==> config.mk <==
export PLATFORM = sky130hd
export DESIGN_NAME = dmp_exec
export DESIGN_NICKNAME = d
export VERILOG_FILES = /design/src/design/dmp_pkg.sv /design/src/design/dmp_rnd_if.sv /design/src/design/dmp_acc_round.sv /design/src/design/dmp_exec.sv
export VERILOG_INCLUDE_DIRS = /design/src /design/src/design
export SDC_FILE = /design/constraint.sdc
export NUM_CORES = 2
export LEC_CHECK = 0
export BUFFER_PORTS_ARGS = -buffer_cell sky130_fd_sc_hd__buf_2
export CORE_MARGIN = 4
export CORE_UTILIZATION = 47
export DETAILED_ROUTE_END_ITERATION = 10
export PLACE_DENSITY_LB_ADDON = 0.08
export SLEW_MARGIN = 30
export SYNTH_ARGS = -nofsm -noshare
export SYNTH_HDL_FRONTEND = slang
export SYNTH_SLANG_ARGS = --single-unit
==> constraint.sdc <==
create_clock -name sys_clk -period 30.4 [get_ports sys_clk]
set_input_delay 1.52 -clock sys_clk [delete_from_list [all_inputs] [get_ports sys_clk]]
set_output_delay 1.52 -clock sys_clk [all_outputs]
set_load 0.01 [all_outputs]
==> src/design/dmp_params.svh <==
// constants for the double-word move, page load and prefetch executor
`ifndef DMP_PARAMS_SVH
`define DMP_PARAMS_SVH

// opcode prefixes and where they sit
`define DMP_MVD_OPC 12'hbe0
`define DMP_PGL_OPC 12'hfec
`define DMP_PGR_OPC 12'hfed
`define DMP_PSA_OPC 8'hc7
// double-word move source modes
`define DMP_AM_DIRECT 3'h0
`define DMP_AM_IND 3'h1
`define DMP_AM_POSTDEC 3'h2
`define DMP_AM_POSTINC 3'h3
`define DMP_AM_PREDEC 3'h4
`define DMP_AM_PREINC 3'h5
`define DMP_MVD_STEP 16'h0004
// page select codes
`define DMP_PG_READ 2'h0
`define DMP_PG_WRITE 2'h1
`define DMP_PG_TABLE 2'h2
`define DMP_PG_RD_W 10
`define DMP_PG_WR_W 9
`define DMP_PG_TB_W 8
// prefetch operations and fixed registers
`define DMP_PF_NONE 3'h4
`define DMP_PF_OFFS 3'h4
`define DMP_W_BASE_DST 4'h4
`define DMP_W_X0 4'h8
`define DMP_W_Y0 4'ha
`define DMP_W_OFFS 4'hc
`define DMP_W_WB 4'hd
`define DMP_W_SP 4'hf
`define DMP_WB_REG 2'h0
`define DMP_WB_MEM 2'h1
`define DMP_WORD_STEP 16'h0002
`define DMP_RESET_W 16'h0000

`endif

==> src/design/dmp_pkg.sv <==
// types shared by the executor modules
package dmp_pkg;
	typedef logic [15:0] dmp_word_t;
	typedef enum logic [2:0]
	{
		DMP_IDLE = 3'b000,
		DMP_MVD_LO = 3'b001,
		DMP_MVD_HI = 3'b010,
		DMP_DIR2 = 3'b011,
		DMP_PF_X = 3'b100,
		DMP_PF_Y = 3'b101,
		DMP_WB = 3'b110
	} dmp_state_t;
endpackage

==> src/design/dmp_rnd_if.sv <==
// carrier between the executor and its accumulator rounder
`timescale 1ns/1ps
interface dmp_rnd_if #(parameter int ACC_W = 40);
	logic [ACC_W-1:0] acc; // accumulator chosen for write-back
	logic [15:0] word; // rounded upper word
	modport exec (output acc, input word);
	modport rnd (input acc, output word);
endinterface

==> src/design/dmp_acc_round.sv <==
// rounds a wide accumulator to its 16-bit upper word
`timescale 1ns/1ps
module dmp_acc_round
	import dmp_pkg::*;
#(
	parameter int ACC_W = 40
)
(
	dmp_rnd_if.rnd bus
);
	// ------------------------------------------------------------
	// elaboration check
	// ------------------------------------------------------------
	// the upper word lives at bits 31:16, so narrower cannot serve
	if (ACC_W < 32)
	begin : g_chk
		$error("dmp_acc_round: ACC_W must be at least 32");
	end

	// ------------------------------------------------------------
	// round half up on bit 15
	// ------------------------------------------------------------
	// note: no saturation on wrap, a 7fff word with bit 15 set rolls over
	always_comb
	begin
		bus.word = bus.acc[31:16] + {15'h0000, bus.acc[15]};
	end
endmodule

==> src/design/dmp_exec.sv <==
// executor for double-word move, page register load and prefetch-and-store
//
// What this block does
// - direct move copies even pair to even pair
// - pointer addresses low word, high word follows
// - pointer steps by four bytes when modified
// - move decodes prefix, destination, mode, source fields
// - move is one word, two cycles when direct, three or more when indirect
// - stack pop is pre-decrement move from stack pointer
// - literal page load keeps 10, 9, 8 bits
// - register page load copies low source bits
// - literal page load: select then ten-bit literal
// - register page load: select, zeros, source register
// - page loads are word, one cycle, flags untouched
// - optional x prefetch into w4-w7, pointer adjust
// - optional y prefetch likewise, four-bit operation field
// - offset mode adds w12, pointer stays unchanged
// - no accumulator math, named one picks counterpart
// - other accumulator rounded to w13 or [w13]+=2
// - prefetch-store fields: acc, x, y, ops, write-back
// - write-back field: register, memory, or none
// - accumulators are forty bits wide
`timescale 1ns/1ps
`include "dmp_params.svh"
module dmp_exec
	import dmp_pkg::*;
#(
	parameter int ACC_W = 40
)
(
	input wire logic sys_clk,
	input wire logic rstn,
	input wire logic instr_valid,
	input wire logic [23:0] instr_word,
	input wire logic [ACC_W-1:0] accumulator_a,
	input wire logic [ACC_W-1:0] accumulator_b,
	input wire logic mem_ack,
	input wire logic [15:0] mem_rdata,
	input wire logic ld_en,
	input wire logic [3:0] ld_idx,
	input wire logic [15:0] ld_data,
	input wire logic [3:0] rd_idx,
	output logic busy_r,
	output logic done_r,
	output logic illegal_r,
	output logic mem_rd_r,
	output logic mem_wr_r,
	output logic [15:0] mem_addr_r,
	output logic [15:0] mem_wdata_r,
	output logic [9:0] data_read_page_reg,
	output logic [8:0] data_write_page_reg,
	output logic [7:0] table_page_reg,
	output logic [15:0] rd_data_r
);
	// ------------------------------------------------------------
	// reset release and storage
	// ------------------------------------------------------------
	logic [1:0] rst_sync_r; // release synchroniser
	logic rst_n; // internal reset
	dmp_word_t w_r [16]; // working registers
	dmp_state_t state_r; // sequencer state
	dmp_state_t state_nxt; // next state
	logic [23:0] ins_r; // instruction held while it runs

	always_ff @(posedge sys_clk or negedge rstn)
	begin
		if (!rstn)
			rst_sync_r <= 2'h0;
		else
			rst_sync_r <= {rst_sync_r[0], 1'b1};
	end
	assign rst_n = rst_sync_r[1];

	// ------------------------------------------------------------
	// decode of the live instruction
	// ------------------------------------------------------------
	logic [23:0] ins; // new word when idle, held word otherwise
	logic accept; // instruction taken this edge
	logic is_mvd, is_pgl, is_pgr, is_psa; // instruction class
	logic [3:0] dnd, ssr; // move destination and source register
	logic [2:0] am; // move source mode
	logic [3:0] xd, yd, xp, yp; // prefetch destinations and pointers
	logic [2:0] xo, yo; // prefetch operation, low three bits
	logic x_on, y_on, x_off, y_off, wb_on; // prefetch/write-back enables
	dmp_word_t x_ea, y_ea, x_upd, y_upd; // addresses and new pointers
	dmp_word_t mvd_ea, mvd_ptr; // move address and new pointer
	logic [1:0] aa; // write-back target field
	dmp_rnd_if #(.ACC_W(ACC_W)) rnd_bus ();

	assign ins = (state_r == DMP_IDLE) ? instr_word : ins_r;
	assign accept = (state_r == DMP_IDLE) && instr_valid;

	// field extraction; bit 11 and bit 7 of the move must be zero
	always_comb
	begin
		is_mvd = (ins[23:12] == `DMP_MVD_OPC) && !ins[11] && !ins[7];
		is_pgl = (ins[23:12] == `DMP_PGL_OPC);
		is_pgr = (ins[23:12] == `DMP_PGR_OPC) && (ins[9:4] == 6'h00);
		is_psa = (ins[23:16] == `DMP_PSA_OPC) && !ins[14];
		dnd = {ins[10:8], 1'b0};
		am = ins[6:4];
		ssr = ins[3:0];
		xd = `DMP_W_BASE_DST + {2'h0, ins[13:12]};
		yd = `DMP_W_BASE_DST + {2'h0, ins[11:10]};
		xp = `DMP_W_X0 + {3'h0, ins[9]};
		yp = `DMP_W_Y0 + {3'h0, ins[5]};
		xo = ins[8:6];
		yo = ins[4:2];
		aa = ins[1:0];
	end

	// prefetch address arithmetic; op x100 is "none" or "offset"
	always_comb
	begin
		x_off = ins[9] && (xo == `DMP_PF_OFFS);
		y_off = ins[5] && (yo == `DMP_PF_OFFS);
		x_on = is_psa && !(!ins[9] && (xo == `DMP_PF_NONE));
		y_on = is_psa && !(!ins[5] && (yo == `DMP_PF_NONE));
		wb_on = is_psa && (aa == `DMP_WB_REG || aa == `DMP_WB_MEM);
		x_ea = x_off ? w_r[xp] + w_r[`DMP_W_OFFS] : w_r[xp];
		y_ea = y_off ? w_r[yp] + w_r[`DMP_W_OFFS] : w_r[yp];
		// codes 1..3 add 2/4/6, codes 5..7 subtract 6/4/2
		x_upd = xo[2] ? w_r[xp] - {12'h000, 3'h4 - xo[1:0], 1'b0} : w_r[xp] + {13'h0000, xo[1:0], 1'b0};
		y_upd = yo[2] ? w_r[yp] - {12'h000, 3'h4 - yo[1:0], 1'b0} : w_r[yp] + {13'h0000, yo[1:0], 1'b0};
		// stack pop is simply mode pre-decrement with source w15
		unique case (am)
			`DMP_AM_POSTDEC, `DMP_AM_PREDEC: mvd_ptr = w_r[ssr] - `DMP_MVD_STEP;
			`DMP_AM_POSTINC, `DMP_AM_PREINC: mvd_ptr = w_r[ssr] + `DMP_MVD_STEP;
			default: mvd_ptr = w_r[ssr];
		endcase
		mvd_ea = (am == `DMP_AM_PREDEC || am == `DMP_AM_PREINC) ? mvd_ptr : w_r[ssr];
	end

	// the named accumulator is only a selector: its partner is stored
	assign rnd_bus.acc = ins[15] ? accumulator_a : accumulator_b;
	dmp_acc_round #(.ACC_W(ACC_W)) u_round (.bus(rnd_bus));

	// ------------------------------------------------------------
	// sequencer
	// ------------------------------------------------------------
	logic stage_done; // current stage finishes this edge
	logic adv; // state advances this edge
	dmp_state_t after_x_st, after_y_st; // chained prefetch stages

	always_comb
	begin
		after_y_st = wb_on ? DMP_WB : DMP_IDLE;
		after_x_st = y_on ? DMP_PF_Y : after_y_st;
		unique case (state_r)
			DMP_MVD_LO, DMP_MVD_HI, DMP_PF_X, DMP_PF_Y: stage_done = mem_ack;
			DMP_WB: stage_done = (aa == `DMP_WB_REG) || mem_ack;
			DMP_DIR2: stage_done = 1'b1;
			default: stage_done = 1'b0;
		endcase
		state_nxt = state_r;
		unique case (state_r)
			DMP_IDLE:
			begin
				if (accept && is_mvd)
					state_nxt = (am == `DMP_AM_DIRECT) ? DMP_DIR2 : DMP_MVD_LO;
				else if (accept && is_psa)
					state_nxt = x_on ? DMP_PF_X : after_x_st;
			end
			DMP_MVD_LO: state_nxt = stage_done ? DMP_MVD_HI : state_r;
			DMP_PF_X: state_nxt = stage_done ? after_x_st : state_r;
			DMP_PF_Y: state_nxt = stage_done ? after_y_st : state_r;
			default: state_nxt = stage_done ? DMP_IDLE : state_r;
		endcase
		adv = accept || stage_done;
	end

	// state and held instruction
	always_ff @(posedge sys_clk or negedge rst_n)
	begin
		if (!rst_n)
		begin
			state_r <= DMP_IDLE;
			ins_r <= 24'h000000;
		end
		else
		begin
			state_r <= state_nxt;
			if (accept)
				ins_r <= instr_word;
		end
	end

	// handshake flags: busy while a multi-cycle job runs
	always_ff @(posedge sys_clk or negedge rst_n)
	begin
		if (!rst_n)
		begin
			busy_r <= 1'b0;
			done_r <= 1'b0;
			illegal_r <= 1'b0;
		end
		else
		begin
			busy_r <= (state_nxt != DMP_IDLE);
			done_r <= adv && (state_nxt == DMP_IDLE) && !(accept && !(is_mvd || is_pgl || is_pgr || is_psa));
			illegal_r <= accept && !(is_mvd || is_pgl || is_pgr || is_psa);
		end
	end

	// ------------------------------------------------------------
	// data memory port, set up as each stage is entered
	// ------------------------------------------------------------
	always_ff @(posedge sys_clk or negedge rst_n)
	begin
		if (!rst_n)
		begin
			mem_rd_r <= 1'b0;
			mem_wr_r <= 1'b0;
			mem_addr_r <= `DMP_RESET_W;
			mem_wdata_r <= `DMP_RESET_W;
		end
		else if (adv)
		begin
			mem_rd_r <= state_nxt inside {DMP_MVD_LO, DMP_MVD_HI, DMP_PF_X, DMP_PF_Y};
			mem_wr_r <= (state_nxt == DMP_WB) && (aa == `DMP_WB_MEM);
			mem_wdata_r <= rnd_bus.word;
			unique case (state_nxt)
				DMP_MVD_LO: mem_addr_r <= mvd_ea;
				DMP_MVD_HI: mem_addr_r <= mem_addr_r + `DMP_WORD_STEP;
				DMP_PF_X: mem_addr_r <= x_ea;
				DMP_PF_Y: mem_addr_r <= y_ea;
				DMP_WB: mem_addr_r <= w_r[`DMP_W_WB];
				default: mem_addr_r <= mem_addr_r;
			endcase
		end
	end

	// ------------------------------------------------------------
	// working register write ports
	// ------------------------------------------------------------
	// port 0 carries loaded data, the even word of a direct move or the rounded word, and wins over port 1 (pointers, or the odd word of a direct move);
	// only working and page registers are ever written, so the
	// status flags of the core stay as they were
	logic wp0_en, wp1_en; // write strobes
	logic [3:0] wp0_idx, wp1_idx; // write targets
	dmp_word_t wp0_dat, wp1_dat; // write data

	always_comb
	begin
		wp0_en = 1'b0;
		wp1_en = 1'b0;
		wp0_idx = dnd;
		wp1_idx = ssr;
		wp0_dat = mem_rdata;
		wp1_dat = mvd_ptr;
		unique case (state_r)
			DMP_IDLE:
			begin
				if (accept && is_mvd && am == `DMP_AM_DIRECT)
				begin
					wp0_en = 1'b1;
					wp0_dat = w_r[{ssr[3:1], 1'b0}];
					wp1_en = 1'b1;
					wp1_idx = dnd | 4'h1;
					wp1_dat = w_r[{ssr[3:1], 1'b1}];
				end
				else if (accept && is_mvd)
					wp1_en = (am != `DMP_AM_IND);
			end
			DMP_MVD_LO: wp0_en = mem_ack;
			DMP_MVD_HI:
			begin
				wp0_en = mem_ack;
				wp0_idx = dnd | 4'h1;
			end
			DMP_PF_X:
			begin
				wp0_en = mem_ack;
				wp0_idx = xd;
				wp1_en = mem_ack && !x_off && (xo[1:0] != 2'h0);
				wp1_idx = xp;
				wp1_dat = x_upd;
			end
			DMP_PF_Y:
			begin
				wp0_en = mem_ack;
				wp0_idx = yd;
				wp1_en = mem_ack && !y_off && (yo[1:0] != 2'h0);
				wp1_idx = yp;
				wp1_dat = y_upd;
			end
			DMP_WB:
			begin
				wp0_en = (aa == `DMP_WB_REG);
				wp0_idx = `DMP_W_WB;
				wp0_dat = rnd_bus.word;
				wp1_en = (aa == `DMP_WB_MEM) && mem_ack;
				wp1_idx = `DMP_W_WB;
				wp1_dat = w_r[`DMP_W_WB] + `DMP_WORD_STEP;
			end
			default:
			begin
				wp0_en = 1'b0;
			end
		endcase
	end

	// one flop set per working register; the core's load port has the
	// lowest priority and is meant for use while the block is idle
	for (genvar gi = 0; gi < 16; gi++)
	begin : g_wreg
		always_ff @(posedge sys_clk or negedge rst_n)
		begin
			if (!rst_n)
				w_r[gi] <= `DMP_RESET_W;
			else if (wp0_en && wp0_idx == 4'(gi))
				w_r[gi] <= wp0_dat;
			else if (wp1_en && wp1_idx == 4'(gi))
				w_r[gi] <= wp1_dat;
			else if (ld_en && ld_idx == 4'(gi))
				w_r[gi] <= ld_data;
		end
	end

	// registered read-back of one working register
	always_ff @(posedge sys_clk or negedge rst_n)
	begin
		if (!rst_n)
			rd_data_r <= `DMP_RESET_W;
		else
			rd_data_r <= w_r[rd_idx];
	end

	// ------------------------------------------------------------
	// page registers, written in the accept cycle
	// ------------------------------------------------------------
	dmp_word_t pg_src; // literal or source register
	assign pg_src = is_pgl ? {6'h00, ins[9:0]} : w_r[ssr];

	always_ff @(posedge sys_clk or negedge rst_n)
	begin
		if (!rst_n)
		begin
			data_read_page_reg <= 10'h000;
			data_write_page_reg <= 9'h000;
			table_page_reg <= 8'h00;
		end
		else if (accept && (is_pgl || is_pgr))
		begin
			// select code 11 writes nothing
			unique case (ins[11:10])
				`DMP_PG_READ: data_read_page_reg <= pg_src[`DMP_PG_RD_W-1:0];
				`DMP_PG_WRITE: data_write_page_reg <= pg_src[`DMP_PG_WR_W-1:0];
				`DMP_PG_TABLE: table_page_reg <= pg_src[`DMP_PG_TB_W-1:0];
				default: table_page_reg <= table_page_reg;
			endcase
		end
	end
endmodule

==> impl_results.md <==
* Clock insertion delay at the later pin of the skew report at 630 ps
* Routed wire length at 145000 microns
* Setup-failing EPs final at 0
* Clk slew on worst S/H paths at 60 ps
* CP required at 30900 ps
* Floorplan row count at 93
* CP Max Fanout at 33
* Largest cells by area after synthesis: dfrtp_1 30%, mux4_2 9.6%, mux2i_1 8.6%
* Adder-cell share of the synthesized area at 3.74%
* Post-CTS Repair Setup Buffers at 0
* Routed via count at 30700
* H-tree Lvls at 2
* Overflow after GRT at 0
* Crit share post-route at 26.0%
* Mapped Area at 0.0305 sq mm
* Sink Count at 365
* Die height at 263 microns
* Initial antenna violation count at 10
* Total track usage at 40.4%
* Port buffer count at 182
* Clk root buf: clkbuf_16
* Nets at 3667
* Top flop regs: w_r x256, ins_r x24
* Commonest non-fill, non-tap cells in the layout: 475 x nand2_1, 364 x dfrtp_1, 261 x mux2i_1
* CTS resizes at 0
* Commonest non-fill, non-tap cell in the layout: nand2_1
* Remaining antenna violation count at 0
* Tightest Pin Transition at 1130 ps
* Crit end category: flip-flop
* Io pins at 229
* Fillers at 5873
* Starting Density at 47.3%
* Vias in the first global route at 29300
* Drt wl/cell at 33.6 microns
* CP startpoint kind: input pin
* Synth Register Bits at 365
* Yosys warns at 0
* Mapped Nets at 3612
* Core area at 0.0643 sq mm
* CTS tree: yes
* Status: completed
* Hold_buf cts at 0
* Area Overhead vs Synth at 10.8%
* DRT Pass-1 Iters at 6
* Largest area contributor in the netlist: dfrtp_1
* Setup_tns at 0 ps
* Slew HR at 24.3%
* Die area at 0.0689 sq mm
* Synth Area in Compound Gates at 20.8%
* Register area at 0.00914 sq mm
* Routability cong. at 1.01
* Synth cell types at 108
* Clk_skew at 30.1 ps
* Hold Vio Cnt, Final at 0
* Worst min path class: reg2async
* RSZ-0062 raised after global routing: no
* Sequential area share after synthesis at 30.0%
* Largest register FFs at 256
* Top reg by flops: w_r
* Arrival time worst endpoint at 8410 ps
* Die W at 263 microns
* Max Cap Viol at 0
* Minimum clock period at 7910 ps
* Syn avg cell area at 9.03 sq um
* Max clock buf depth at 3
* Largest net degree at the start of global routing at 146
* FMAX at 0.126 GHz
* Num CTS Buffers at 46
* Post-synthesis cell count at 3375
* Drt via density at 7.09
* Post-synth EDFFs at 0
* Residual DRC at 0
* Area of the multi-input gates at 0.0200 sq mm
* Simple-gate share of the synthesized area at 16.3%
* First-pass GRT wire length at 208000 microns
* Post-synth top flop: dfrtp_1
* Top cell type's share of synthesized area at 30.0%
* Max-slew violation count at 0
* Mux contribution to synthesized area at 21.5%
* Main combinational cell family by area after synthesis: multiplexers
* Synth Area in XOR/XNOR at 2.67%
* Initial DRC count at 4126
* Proportion of layout cells with a drive suffix above 1 at 19.4%
* Asr flop ratio synth at 100%
* Crit Path Class: in2reg
* Detailed Place HPWL at 106000 microns
-- layout make-up --
| class | instances | area share [%] |
|---|---|---|
| clock inverter | 14 | 0.638 |
| timing repair buffer | 285 | 5.24 |
| multi-input combinational | 2680 | 59.2 |
| sequential | 365 | 27.1 |
| antenna | 10 | 0.0741 |
| clock buffer | 67 | 4.03 |
| tap | 855 | 3.17 |
| inverter | 52 | 0.578 |
-- metrics by stage --
stage	cell area [sq um]	hold slack (ps)	std cells	setup WS (ps)	utilization (%)
2_1_floorplan	30500	331	3375	19470	-
3_3_place_gp	32000	341	4233	21770	49.7
3_5_place_dp	32100	336	4235	21990	49.9
4_1_cts	33700	360	4316	22580	52.3
5_1_grt	33700	270	4322	22150	52.4
6_report	33800	241	4328	22490	52.5
-- synth_stat cells (all sizes together) (8+ instances only) --
library cell and n:
and2 20, clkbuf 177, a311oi 10, o211ai 99, mux2 87, o21a 18, nor2 223, nand3 119
a31oi 41, mux2i 264, mux4 130, a221o 10, or3 19, a21o 27, a211oi 29, xor2 46
o21ai 266, buf 101, and3 35, o221ai 92, o2bb2ai 8, o31ai 17, o22ai 27, o22a 12
inv 52, nand4 19, xnor2 47, a21oi 156, and4 8, nor2b 19, nand2b 30, dfrtp 365
nand2 479, nor3 41, or2 30, a221oi 22, ha 83, a22oi 30
-- kinds of logic after synthesis --
| group | after synthesis |
|---|---|
| other | 1 |
| xor gates and xnor gates | 93 |
| adders and majority gates | 88 |
| DFF | 365 |
| muxes | 481 |
| AOI/OAI and AO/OA | 936 |
| buffers and inverters | 330 |
| and+or+nand+nor | 1081 |
-- metal layers --
| layer | part of all wire [%] | track usage [%] | routed length [microns] |
|---|---|---|---|
| met1 | 38 | 53.0 | 55300 |
| met2 | 44 | 62.1 | 64100 |
| met5 | 0.022 | 0 | 32 |
| met3 | 12 | 10.5 | 17100 |
| met4 | 6.1 | 20.5 | 8810 |
-- worst max-delay path, cell delays in order --
cell and delay, ps:
buf_2 140, or4b_1 510, nand2_4 360, buf_4 640
buf_4 490, mux4_2 550, mux2i_1 270, mux2i_1 300
ha_1 460, a21o_1 220, a21o_1 180, a21o_1 200
a21o_1 210, or4_1 400, o211ai_1 510, mux2i_1 400
nor3_4 520, a211oi_1 140, a221o_1 300
-- worst paths after layout --
kind,from,to,slack (ps),cells after the start
worst max-delay path,instr_word[1],w_r[79]$_DFFE_PN0P_,22490,19
worst min-delay path,rst_sync_r[1]$_DFF_PN0_,w_r[157]$_DFFE_PN0P_,240,0
worst max register to register,state_r[0]$_DFF_PN0_,w_r[79]$_DFFE_PN0P_,22730,19
worst min register to register,rst_sync_r[1]$_DFF_PN0_,w_r[157]$_DFFE_PN0P_,240,0
max in group asynchronous,rst_sync_r[1]$_DFF_PN0_,w_r[191]$_DFFE_PN0P_,28300,2
min in group sys_clk,rst_sync_r[0]$_DFF_PN0_,rst_sync_r[1]$_DFF_PN0_,360,0
Power is left out: the tool's default activity adds up to more than one toggle a clock period on the data nets, which glitch-free logic cannot reach.
